[src/logic/axis_irq_pkg.sv]
// Package: constants for the per-axis interrupt condition bank
package axis_irq_pkg;
   localparam int NUM_AXES = 4;
   localparam int AXIS_W = 2;
   localparam int COND_W = 16;
   localparam int DATA_W = 16;
   localparam int ADDR_W = 8;
   // Condition bit positions
   localparam int BIT_ERR_HALT = 0;
   localparam int BIT_ERR = 1;
   localparam int BIT_INDEX = 2;
   localparam int BIT_POS_BRK = 3;
   localparam int BIT_MOT_DONE = 4;
   localparam int BIT_PROBE = 5;
   localparam int BIT_CONFLICT = 6;
   localparam int BIT_IGNORED = 7;
   localparam int BIT_ENC_FAULT = 8;
   localparam int BIT_OFFSET_DONE = 10;
   localparam int BIT_USER_HOST = 12;
   localparam int BIT_USER_ERR = 13;
   localparam int BIT_TICK = 14;
   localparam logic [15:0] COND_VALID_MASK = 16'h75ff;
   localparam logic [15:0] COND_RESET = 16'h0000;
   // Shared memory locations
   localparam logic [7:0] LOC_INT_CODE = 8'h09;
   localparam logic [7:0] LOC_OFFSET_AXIS = 8'h0c;
   localparam logic [7:0] LOC_FLAG = 8'h10;
   localparam logic [7:0] LOC_IRQ_STATUS = 8'h20;
   localparam logic [7:0] LOC_IRQ_MASK = 8'h21;
   localparam logic [7:0] LOC_TICK_EN = 8'h22;
   localparam logic [7:0] LOC_COND_BASE = 8'h30;
   localparam int FLAG_BIT_HOST_INT = 6;
   localparam logic [15:0] CODE_TICK = 16'h4000;
   localparam logic [15:0] CODE_OFFSET = 16'h0400;
   // Tick timing
   localparam int CLK_HZ = 20_000_000;
   localparam int TICK_US = 5000;
   localparam int TICK_CYCLES = CLK_HZ / 1_000_000 * TICK_US;
   localparam int TICK_CNT_W = 17;
   // Interrupt status/mask bits
   localparam int IRQ_W = 2;
   localparam int IRQ_TICK = 0;
   localparam int IRQ_OFFSET = 1;
   localparam logic [1:0] IRQ_RESET = 2'h0;
endpackage

[src/logic/axis_interrupt_status_bank.sv]
// Top: per-axis sticky interrupt condition bank with host access
`timescale 1ns/1ns
module axis_interrupt_status_bank
   import axis_irq_pkg::*;
(
   input wire logic sys_clk,
   input wire logic sys_rst,
   input wire logic [NUM_AXES-1:0] following_error_halt_event,
   input wire logic [NUM_AXES-1:0] following_error_event,
   input wire logic [NUM_AXES-1:0] index_pulse_event,
   input wire logic [NUM_AXES-1:0] position_breakpoint_event,
   input wire logic [NUM_AXES-1:0] motion_complete_event,
   input wire logic [NUM_AXES-1:0] probe_event,
   input wire logic [NUM_AXES-1:0] conflict_event,
   input wire logic [NUM_AXES-1:0] ignored_cmd_event,
   input wire logic [NUM_AXES-1:0] encoder_fault_event,
   input wire logic [NUM_AXES-1:0] offset_done_event,
   input wire logic [NUM_AXES-1:0] user_host_event,
   input wire logic [NUM_AXES-1:0] user_error_event,
   input wire logic condition_clear_request,
   input wire logic condition_test_request,
   input wire logic [AXIS_W-1:0] req_axis,
   input wire logic [COND_W-1:0] req_mask,
   input wire logic [ADDR_W-1:0] reg_addr,
   input wire logic [DATA_W-1:0] reg_wdata,
   input wire logic reg_wr,
   input wire logic reg_rd,
   output logic [DATA_W-1:0] reg_rdata,
   output logic test_valid,
   output logic test_result,
   output logic periodic_tick_event,
   output logic irq
);
   // ==========================================================
   // Event gathering
   logic [NUM_AXES*COND_W-1:0] set_vec;
   logic [NUM_AXES*COND_W-1:0] all_words;
   logic tick_en_q;
   logic [TICK_CNT_W-1:0] tick_cnt_q;
   logic tick_pulse;

   genvar a;
   generate
      for (a = 0; a < NUM_AXES; a++) begin : g_set
         logic [COND_W-1:0] s;
         always_comb begin
            s = '0;
            s[BIT_ERR_HALT] = following_error_halt_event[a];
            s[BIT_ERR] = following_error_event[a];
            s[BIT_INDEX] = index_pulse_event[a];
            s[BIT_POS_BRK] = position_breakpoint_event[a];
            s[BIT_MOT_DONE] = motion_complete_event[a];
            s[BIT_PROBE] = probe_event[a];
            s[BIT_CONFLICT] = conflict_event[a];
            s[BIT_IGNORED] = ignored_cmd_event[a];
            s[BIT_ENC_FAULT] = encoder_fault_event[a];
            s[BIT_OFFSET_DONE] = offset_done_event[a];
            s[BIT_USER_HOST] = user_host_event[a];
            s[BIT_USER_ERR] = user_error_event[a];
            // Tick lands on every axis at once
            s[BIT_TICK] = tick_pulse;
         end
         assign set_vec[a*COND_W +: COND_W] = s;
      end
   endgenerate

   // ==========================================================
   // Condition memory
   logic [AXIS_W-1:0] rd_axis;
   logic reg_cond_hit;
   // Condition words sit at four consecutive locations
   assign reg_cond_hit = reg_addr >= LOC_COND_BASE &&
      reg_addr < LOC_COND_BASE + ADDR_W'(NUM_AXES);
   assign rd_axis = reg_cond_hit ?
      AXIS_W'(reg_addr - LOC_COND_BASE) : req_axis;

   // sticky bits live in shared memory
   // one axis per request
   // Reads use the word bus, so data still land one cycle after the strobe
   cond_mem u_mem (
      .sys_clk(sys_clk),
      .sys_rst(sys_rst),
      .set_vec(set_vec),
      .clr_axis(req_axis),
      .clr_mask(req_mask),
      .clr_en(condition_clear_request),
      .rd_axis(req_axis),
      .rd_data(),
      .all_words(all_words)
   );

   // ==========================================================
   // Test request
   logic [COND_W-1:0] test_word;
   assign test_word = all_words[req_axis*COND_W +: COND_W];

   always_ff @(posedge sys_clk or posedge sys_rst) begin
      if (sys_rst) begin
         test_valid <= 1'b0;
      end else begin
         test_valid <= condition_test_request;
      end
   end

   // masked any-set test
   // Result holds until the next test request
   always_ff @(posedge sys_clk or posedge sys_rst) begin
      if (sys_rst) begin
         test_result <= 1'b0;
      end else if (condition_test_request) begin
         test_result <= |(test_word & req_mask);
      end
   end

   // ==========================================================
   // Periodic tick
   // Count restarts on enable, so the first tick is a full period
   assign tick_pulse = tick_en_q && tick_cnt_q ==
      TICK_CNT_W'(TICK_CYCLES - 1);

   always_ff @(posedge sys_clk or posedge sys_rst) begin
      if (sys_rst) begin
         tick_cnt_q <= '0;
      end else if (!tick_en_q || tick_pulse) begin
         tick_cnt_q <= '0;
      end else begin
         tick_cnt_q <= tick_cnt_q + 1'b1;
      end
   end

   always_ff @(posedge sys_clk or posedge sys_rst) begin
      if (sys_rst) begin
         periodic_tick_event <= 1'b0;
      end else begin
         periodic_tick_event <= tick_pulse;
      end
   end

   // ==========================================================
   // Shared memory locations and host interrupt
   logic [DATA_W-1:0] int_code_q;
   logic [DATA_W-1:0] offset_axis_q;
   logic [DATA_W-1:0] flag_q;
   logic [IRQ_W-1:0] irq_stat_q;
   logic [IRQ_W-1:0] irq_stat_d;
   logic [IRQ_W-1:0] irq_mask_q;
   logic [IRQ_W-1:0] irq_set;
   logic [IRQ_W-1:0] irq_clr;
   logic host_evt;
   logic off_any;
   logic [AXIS_W-1:0] off_axis;

   // Host write strobe aimed at one location
   function automatic logic wr_hit(input logic wr,
      input logic [ADDR_W-1:0] addr, input logic [ADDR_W-1:0] loc);
      return wr && addr == loc;
   endfunction

   // Lowest axis wins if several finish together
   always_comb begin
      off_any = 1'b0;
      off_axis = '0;
      for (int i = NUM_AXES - 1; i >= 0; i--) begin
         if (offset_done_event[i]) begin
            off_any = 1'b1;
            off_axis = AXIS_W'(i);
         end
      end
      host_evt = tick_pulse || off_any;
   end

   always_comb begin
      irq_set = '0;
      irq_set[IRQ_TICK] = tick_pulse;
      irq_set[IRQ_OFFSET] = off_any;
   end

   // Write one to clear, a new event wins
   always_comb begin
      irq_clr = '0;
      if (wr_hit(reg_wr, reg_addr, LOC_IRQ_STATUS)) begin
         irq_clr = reg_wdata[IRQ_W-1:0];
      end
      irq_stat_d = (irq_stat_q & ~irq_clr) | irq_set;
   end

   always_ff @(posedge sys_clk or posedge sys_rst) begin
      if (sys_rst) begin
         tick_en_q <= 1'b0;
      end else if (wr_hit(reg_wr, reg_addr, LOC_TICK_EN)) begin
         tick_en_q <= reg_wdata[0];
      end
   end

   always_ff @(posedge sys_clk or posedge sys_rst) begin
      if (sys_rst) begin
         irq_mask_q <= IRQ_RESET;
      end else if (wr_hit(reg_wr, reg_addr, LOC_IRQ_MASK)) begin
         irq_mask_q <= reg_wdata[IRQ_W-1:0];
      end
   end

   // tick and offset interrupt coding
   // Offset code outranks the tick in the same cycle
   always_ff @(posedge sys_clk or posedge sys_rst) begin
      if (sys_rst) begin
         int_code_q <= '0;
      end else if (off_any) begin
         int_code_q <= CODE_OFFSET;
      end else if (tick_pulse) begin
         int_code_q <= CODE_TICK;
      end else if (wr_hit(reg_wr, reg_addr, LOC_INT_CODE)) begin
         int_code_q <= reg_wdata;
      end
   end

   always_ff @(posedge sys_clk or posedge sys_rst) begin
      if (sys_rst) begin
         offset_axis_q <= '0;
      end else if (off_any) begin
         offset_axis_q <= DATA_W'(off_axis) + 1'b1;
      end
   end

   // flag bit 6 on each host interrupt
   always_ff @(posedge sys_clk or posedge sys_rst) begin
      if (sys_rst) begin
         flag_q <= '0;
      end else if (host_evt) begin
         flag_q[FLAG_BIT_HOST_INT] <= 1'b1;
      end else if (wr_hit(reg_wr, reg_addr, LOC_FLAG)) begin
         flag_q <= reg_wdata;
      end
   end

   always_ff @(posedge sys_clk or posedge sys_rst) begin
      if (sys_rst) begin
         irq_stat_q <= IRQ_RESET;
      end else begin
         irq_stat_q <= irq_stat_d;
      end
   end

   // Level follows the next status, so no extra lag
   always_ff @(posedge sys_clk or posedge sys_rst) begin
      if (sys_rst) begin
         irq <= 1'b0;
      end else begin
         irq <= |(irq_stat_d & irq_mask_q);
      end
   end

   // ==========================================================
   // Register read, data one cycle after strobe
   logic [DATA_W-1:0] rd_val;

   // Unmapped locations read as zero
   always_comb begin
      rd_val = '0;
      if (reg_cond_hit) begin
         rd_val = all_words[rd_axis*COND_W +: COND_W];
      end else begin
         case (reg_addr)
            LOC_INT_CODE: rd_val = int_code_q;
            LOC_OFFSET_AXIS: rd_val = offset_axis_q;
            LOC_FLAG: rd_val = flag_q;
            LOC_IRQ_STATUS: rd_val = DATA_W'(irq_stat_q);
            LOC_IRQ_MASK: rd_val = DATA_W'(irq_mask_q);
            LOC_TICK_EN: rd_val = DATA_W'(tick_en_q);
            default: rd_val = '0;
         endcase
      end
   end

   // Idle data read as zero between strobes
   always_ff @(posedge sys_clk or posedge sys_rst) begin
      if (sys_rst) begin
         reg_rdata <= '0;
      end else if (reg_rd) begin
         reg_rdata <= rd_val;
      end else begin
         reg_rdata <= '0;
      end
   end
endmodule

[src/logic/cond_mem.sv]
// Small memory: per-axis condition words, registered read
`timescale 1ns/1ns
module cond_mem
   import axis_irq_pkg::*;
(
   input wire logic sys_clk,
   input wire logic sys_rst,
   input wire logic [NUM_AXES*COND_W-1:0] set_vec,
   input wire logic [AXIS_W-1:0] clr_axis,
   input wire logic [COND_W-1:0] clr_mask,
   input wire logic clr_en,
   input wire logic [AXIS_W-1:0] rd_axis,
   output logic [COND_W-1:0] rd_data,
   output logic [NUM_AXES*COND_W-1:0] all_words
);
   logic [COND_W-1:0] word_q [NUM_AXES];

   genvar g;
   generate
      for (g = 0; g < NUM_AXES; g++) begin : g_ax
         logic [COND_W-1:0] clr_m;
         assign clr_m = (clr_en && clr_axis == AXIS_W'(g)) ?
            clr_mask : '0;
         always_ff @(posedge sys_clk or posedge sys_rst) begin
            if (sys_rst) begin
               word_q[g] <= COND_RESET;
            end else begin
               word_q[g] <= ((word_q[g] & ~clr_m)
                  | set_vec[g*COND_W +: COND_W]) & COND_VALID_MASK;
            end
         end
         assign all_words[g*COND_W +: COND_W] = word_q[g];
      end
   endgenerate

   always_ff @(posedge sys_clk or posedge sys_rst) begin
      if (sys_rst) begin
         rd_data <= '0;
      end else begin
         rd_data <= word_q[rd_axis];
      end
   end
endmodule

[config.mk]
export PLATFORM = sky130hd
export DESIGN_NAME = axis_interrupt_status_bank
export DESIGN_NICKNAME = d
export VERILOG_FILES = /design/src/logic/axis_irq_pkg.sv /design/src/logic/axis_interrupt_status_bank.sv /design/src/logic/cond_mem.sv
export SDC_FILE = /design/constraint.sdc
export NUM_CORES = 1
export LEC_CHECK = 0
export ABC_AREA = 1
export ABC_CLOCK_PERIOD_IN_PS = 6600
export BUFFER_PORTS_ARGS = -buffer_cell sky130_fd_sc_hd__buf_2
export CAP_MARGIN = 40
export CORE_ASPECT_RATIO = 0.75
export CORE_MARGIN = 5
export CORE_UTILIZATION = 60
export CTS_CLUSTER_DIAMETER = 60
export CTS_CLUSTER_SIZE = 25
export DETAILED_ROUTE_END_ITERATION = 8
export HOLD_SLACK_MARGIN = 0.12
export PLACE_DENSITY_LB_ADDON = 0.05
export SETUP_SLACK_MARGIN = 0.3
export SLEW_MARGIN = 0
export SYNTH_ARGS = -nofsm -noshare
export SYNTH_HDL_FRONTEND = slang
export SYNTH_SLANG_ARGS = --single-unit
[constraint.sdc]
create_clock -name sys_clk -period 6.6 [get_ports sys_clk]
set_input_delay 0.99 -clock sys_clk [delete_from_list [all_inputs] [get_ports sys_clk]]
set_output_delay 0.99 -clock sys_clk [all_outputs]
set_load 0.1 [all_outputs]
# Word-level counts from Yosys, hierarchy flattened
# Cells that the tools add are included.
[word_totals] reg_bits=142 in_bits=96 output_inout_bits=20
[classes] add_sub_neg=3 magnitude_cmp=2 eq_ne=10 n_shift=2 mux=23 bitwise=18 reduce_logical=20
[ops] op="variable part select 64 x 7 -> 16 bit" n=2
[ops] op="case mux 16 bit (6 select lines)" n=1
[ops] op="2-to-1 mux 16 bit" n=5
[ops] op="bitwise AND 15 bit" n=4
[ops] op="2-to-1 mux 15 bit" n=4
[ops] op="NOT 15 bit" n=4
[ops] op="OR 15 bit" n=4
[ops] op="equality test 8 x 6 -> 1 bit (second input constant)" n=3
[ops] op="adder 17 x 1 -> 17 bit (second input constant)" n=1
[ops] op="equality test 17 bit (second input constant)" n=1
[ops] op="2-to-1 mux 17 bit" n=1
[ops] op="bitwise AND 16 bit" n=1
[ops] op="equality test 8 x 4 -> 1 bit (second input constant)" n=2
[ops] op="OR reduction 16 bit" n=1
[ops] op="2-to-1 mux 2 bit" n=6
[ops] op="logical AND 1 bit" n=11
[ops] op="equality test 8 x 5 -> 1 bit (second input constant)" n=1
[ops] op=">= comparator 8 x 6 -> 1 bit (second input constant)" n=1
[ops] op="< comparator 8 x 6 -> 1 bit (second input constant)" n=1
[ops] op="2-to-1 mux 7 bit" n=1
[ops] op="2-to-1 mux 1 bit" n=5
[ops] op="bitwise AND 2 bit" n=2
[ops] op="equality test 2 bit (second input constant)" n=2
[ops] op="adder 2 x 1 -> 3 bit (second input constant)" n=1
[ops] op="other kinds (12)" n=13

# Logic depth before layout (Yosys ltp)
[logic_depth] ltp_word=8 ltp_mapped=13 depth_no_buf=11

# By module
# From an unflattened synthesis, not the netlist that was laid out.
[unflattened] cells_unflattened=1223 hier_area_um2=8474.4
[modules_own_cells] mod="axis_interrupt_status_bank" instances=1 cells_per_inst=777 area_per_inst_um2=5089.9 seq_area_each_um2=1926.8
[modules_own_cells] mod="cond_mem" instances=1 cells_per_inst=446 area_per_inst_um2=3384.5 seq_area_each_um2=1626.6

# Worst setup path after synthesis
# Ideal clock, no wire load.
[synth_path] path_type="in2reg" start="in req_axis[1]" end="reg u_mem.word_q, in the netlist u_mem.all_words[18]" setup_time_ns=0.123 arrival_time_ns=1.937 required_time_ns=6.477 slack_ns=4.540 stages=7 path_buffers=3 path_cell_list="buf_2 > inv_1 > buf_2 > nand3_1 > clkbuf_1 > o21ai_0 > nand2_1"
[synth_via] elab_chain_cells=6
[synth_lines] item="from (decl)" line="axis_interrupt_status_bank.sv:22" source="input wire logic [AXIS_W-1:0] req_axis,"
[synth_lines] item="equality test 2 x 1 -> 1 bit" line="cond_mem.sv:22" source="assign clr_m = (clr_en && clr_axis == AXIS_W'(g)) ?"
[synth_lines] item="logical AND 1 bit" line="cond_mem.sv:22"
[synth_lines] item="2-to-1 mux 15 bit" line="cond_mem.sv:22"
[synth_lines] item="NOT 15 bit" line="cond_mem.sv:28" source="word_q[g] <= ((word_q[g] & ~clr_m)"
[synth_lines] item="bitwise AND 15 bit" line="cond_mem.sv:28"
[synth_lines] item="OR 15 bit" line="cond_mem.sv:29" source="| set_vec[g*COND_W +: COND_W]) & COND_VALID_MASK;"
[synth_lines] item="to (signal, indexed assignment)" line="cond_mem.sv:28"
[synth_lines] item="to (decl)" line="cond_mem.sv:16" source="logic [COND_W-1:0] word_q [NUM_AXES];"
# Every way passes these cells.
# A chain may end at the register's enable or synchronous reset.

# Worst setup path in the final report
[layout_path] start="in req_axis[0]" end="reg reg_rdata[5]"
[layout_via] elab_chain_cells=4
[layout_lines] item="2-to-1 mux 2 bit" line="axis_interrupt_status_bank.sv:74" source="assign rd_axis = reg_cond_hit ?"
[layout_lines] item="variable part select 64 x 7 -> 16 bit" line="axis_interrupt_status_bank.sv:261" source="rd_val = all_words[rd_axis*COND_W +: COND_W];"
[layout_lines] item="2-to-1 mux 16 bit" line="axis_interrupt_status_bank.sv:260" source="if (reg_cond_hit) begin"
[layout_lines] item="2-to-1 mux 16 bit" line="axis_interrupt_status_bank.sv:279" source="end else if (reg_rd) begin"
[layout_lines] item="to (signal assigned)" line="axis_interrupt_status_bank.sv:280" source="reg_rdata <= rd_val;"
[layout_lines] item="to (decl)" line="axis_interrupt_status_bank.sv:28" source="output logic [DATA_W-1:0] reg_rdata,"
# Every way passes these cells.

==> reports/results.txt <==
drt via density: 5.49
Post-Syn Area per Cell: 7.25 um^2
Worst EP arrival: 3.10 ns
Synth top cells by count: nand2_1, dfrtp_1, inv_1, o21ai_0, nand3_1
WL final: 18,800 um
static leakage power: 4.33 nW
clock buffer depth: 2
Syn Inst Count: 948
Finish-stage setup viols: 0
slowest CP cell: inv_1
grt ovf: 0
Slew Viols, Final: 0
crit path kind: input port to flip-flop
Final Power: 1.93 mW
Primary FF master, synth: dfrtp_1
max-cap violation count: 0
worst min path class: flip-flop to flip-flop
Worst path most repeated cell: nand2_1
Vias: 6,572
Yosys warnings: 0
Initial DRC Count: 573
fin nets: 1,145
Final ANT Viol Nets: 0
die footprint: 0.0137 mm^2
H-tree level count: 4
# diodes: 0
dpl hpwl: 12,900 um
flops & latches, synth: 129
CTS Buf Count: 17
Initial Utilization: 62.1%
max incr delay on CP: 0.53 ns
DRC violations left: 0
final setup skew: 0.00555 ns
GRT Util Overall: 28.8%
core area: 0.0111 mm^2
Max Fclk: 353 MHz
Netlist cell types: 38
NetSw: 0.475 mW
Area growth syn-to-layout: 17.2%
Worst Slack Setup Final: 3.77 ns
area share of the largest cell type after synthesis: 47.0%
hold_buf cts: 0
most common cell in the netlist: nand2_1
clk slew on worst S/H paths: 0.05 ns
Top Family by Delay on Critical Path: buffers and inverters
Worst-Skew Late Latency: 0.41 ns
Sink Count: 129
Tmin final: 2.83 ns
Critical Path, Cell by Cell: buf_2 -> inv_1 -> nand2_1 -> nand2_2 -> nand2_1 -> nand3_1 -> nand2_1 -> a21oi_1
# rows: 33
crit path from: req_axis[0]
initial antenna violation count: 0
area leader, netlist: dfrtp_1
Sequential Power Share: 42.5%
outcome: finished clean
Int Pwr: 1.46 mW
CP startpoint kind: input port
setup TNS: 0 ns
largest cells by area after synthesis: dfrtp_1, nand2_1, o21ai_0
RSZ-0062 raised after global routing: no
Worst setup EP type: flip-flop
r2r startpoint: tick_cnt_q[0]
Post-CTS Setup Bufs: 0
Power Density: 240 mW/mm^2
number of flops mapped to enable cells by yosys: 0
Die W: 134 um
Hold Path Origin: tick_cnt_q[0]
hold_ws: 0.457 ns
endpoints failing hold: 0
Seq/Total Area, Yosys: 47.0%
Sw Ratio: 24.6%
first-pass GRT wire length: 31,200 um
Clk Tree Root Cell: clkbuf_16
largest net degree at the start of global routing: 58
IO Pins: 116
DRT Pass-1 Iters: 6
Finished Core Util: 72.7%
Resized cells post-CTS: 0
CTS tree: built
Die Span Y: 103 um
Tightest Pin Transition: 0.707 ns
Clk pwr share: 47.7%
required time worst endpoint: 6.87 ns
worst IR drop on VDD: 174 uV
Worst Path Buf+Inv: 2
WL/cell: 15.7 um
Place WS: 3.49 ns
vias in the first global route: 6,256
share of cells above drive strength 1: 15.9%
fin crit share: 42.9%
crit path max fanout: 33
synthesized area: 0.00687 mm^2
Comb pwr share: 9.8%
Slew headroom: 52.7%
ys async rst share: 100%
RePlAce Congestion: 0.838
IO Port Bufs: 112
Mapped Nets: 1,046
-- through the flow --
step / std cells / instance area (um^2)
after floorplan: 948 / 6870
after global placement: 1167 / 7450
after detailed placement: 1168 / 7480
after CTS: 1198 / 8050
after global routing: 1198 / 8050
final: 1198 / 8050
-- cell type report --
cell class                      count  area, um^2
Timing Repair Buffer              117         618
Tap cell                          140         175
Multi-Input combinational cell    667        3020
Clock buffer                       24         492
Fill cell                         910        3020
Inverter                          115         435
Clock inverter                      6        80.1
Sequential cell                   129        3230
-- routing by layer --
layer	vias up	track usage, %	part of all wire, %	wire length, um
met3	23	6.83	9.1	1720
met4	0	7.59	1.3	240
met2	297	45.6	46	8580
li1	3197	-	-	-
met5	-	0	0	0
met1	3055	40.5	44	8260
-- placed cells by master (no fill, tap or decap) --
cell type / synthesis / layout
nor3_1: 12 / 12
mux2i_1: 1 / 1
nand2_1: 351 / 351
inv_4: 0 / 1
dfrtp_1: 129 / 129
a31oi_1: 1 / 1
o21ai_2: 1 / 1
nand2_2: 8 / 8
nand4_1: 25 / 25
nor4_4: 1 / 1
bufinv_16: 0 / 2
nor2_8: 1 / 1
inv_2: 2 / 2
xnor2_1: 1 / 1
o211ai_1: 2 / 2
o21ai_0: 85 / 85
nor2_4: 3 / 3
clkinv_2: 1 / 5
a21boi_0: 1 / 1
nand3_4: 2 / 2
nor4_1: 2 / 2
nand3b_1: 1 / 1
ha_1: 2 / 2
o31ai_1: 1 / 1
clkbuf_16: 0 / 17
nor3b_1: 2 / 2
buf_4: 4 / 4
nand3_2: 1 / 1
a21oi_1: 24 / 24
clkbuf_1: 9 / 3
nor2_1: 54 / 54
clkbuf_8: 0 / 4
o21bai_1: 2 / 2
inv_1: 112 / 111
o21ai_1: 3 / 3
nor2_2: 3 / 3
buf_16: 0 / 1
nand3_1: 74 / 74
xor2_1: 3 / 3
buf_2: 21 / 112
-- path summary, 6_finish.rpt --
path	endpoint	depth (start not counted)	slack [ns]
worst min register to register	tick_cnt_q[0]	1	0.46
worst max-delay path	reg_rdata[5]	8	3.77
worst max register to register	int_code_q[15]	9	4.63
min in group asynchronous	irq_mask_q[1]	2	0.68
max in group asynchronous	u_mem.all_words[24]	4	4.81
worst min-delay path	tick_cnt_q[0]	1	0.46
-- worst register-to-register path, delay by kind of cell, from the launching register on --
family,cells,cell delay [ns]
AOI/OAI and AO/OA,1,0.21
adders and majority gates,1,0.22
buffers and inverters,2,0.36
DFF,1,0.39
and+or+nand+nor,5,0.70
-- power groups by stage --
stage	combinational [mW]	clock [mW]	sequential, mW
global route	0.213	0.968	0.822
floorplan	0.108	0	0.841
CTS	0.188	0.926	0.820
detailed placement	0.186	0	0.833
finish	0.190	0.920	0.820
global placement	0.181	0	0.833
-- flip-flops by register name, indices dropped and copies added, names as in the netlist --
register,flops
offset_axis_q,3
irq_stat_q,2
flag_q,16
irq_mask_q,2
test_result,1
reg_rdata,16
test_valid,1
int_code_q,16
periodic_tick_event,1
tick_cnt_q,17
u_mem.all_words,52
tick_en_q,1
irq,1
-- cells by family (layout without fill, tap and decap cells) --
| kind of cell | count (synthesis) | after routing | share of synthesized area [%] |
|---|---|---|---|
| AO/OA/AOI/OAI | 120 | 120 | 9.03 |
| adder cells (fa/ha/maj) | 2 | 2 | 0.364 |
| XOR/XNOR | 4 | 4 | 0.510 |
| AND/OR/NAND/NOR | 540 | 540 | 33.9 |
| buffers and inverters | 152 | 262 | 9.05 |
| multiplexers | 1 | 1 | 0.146 |
| flip-flops | 129 | 129 | 47.0 |
Note: power is estimated with default switching activity, not from simulation.
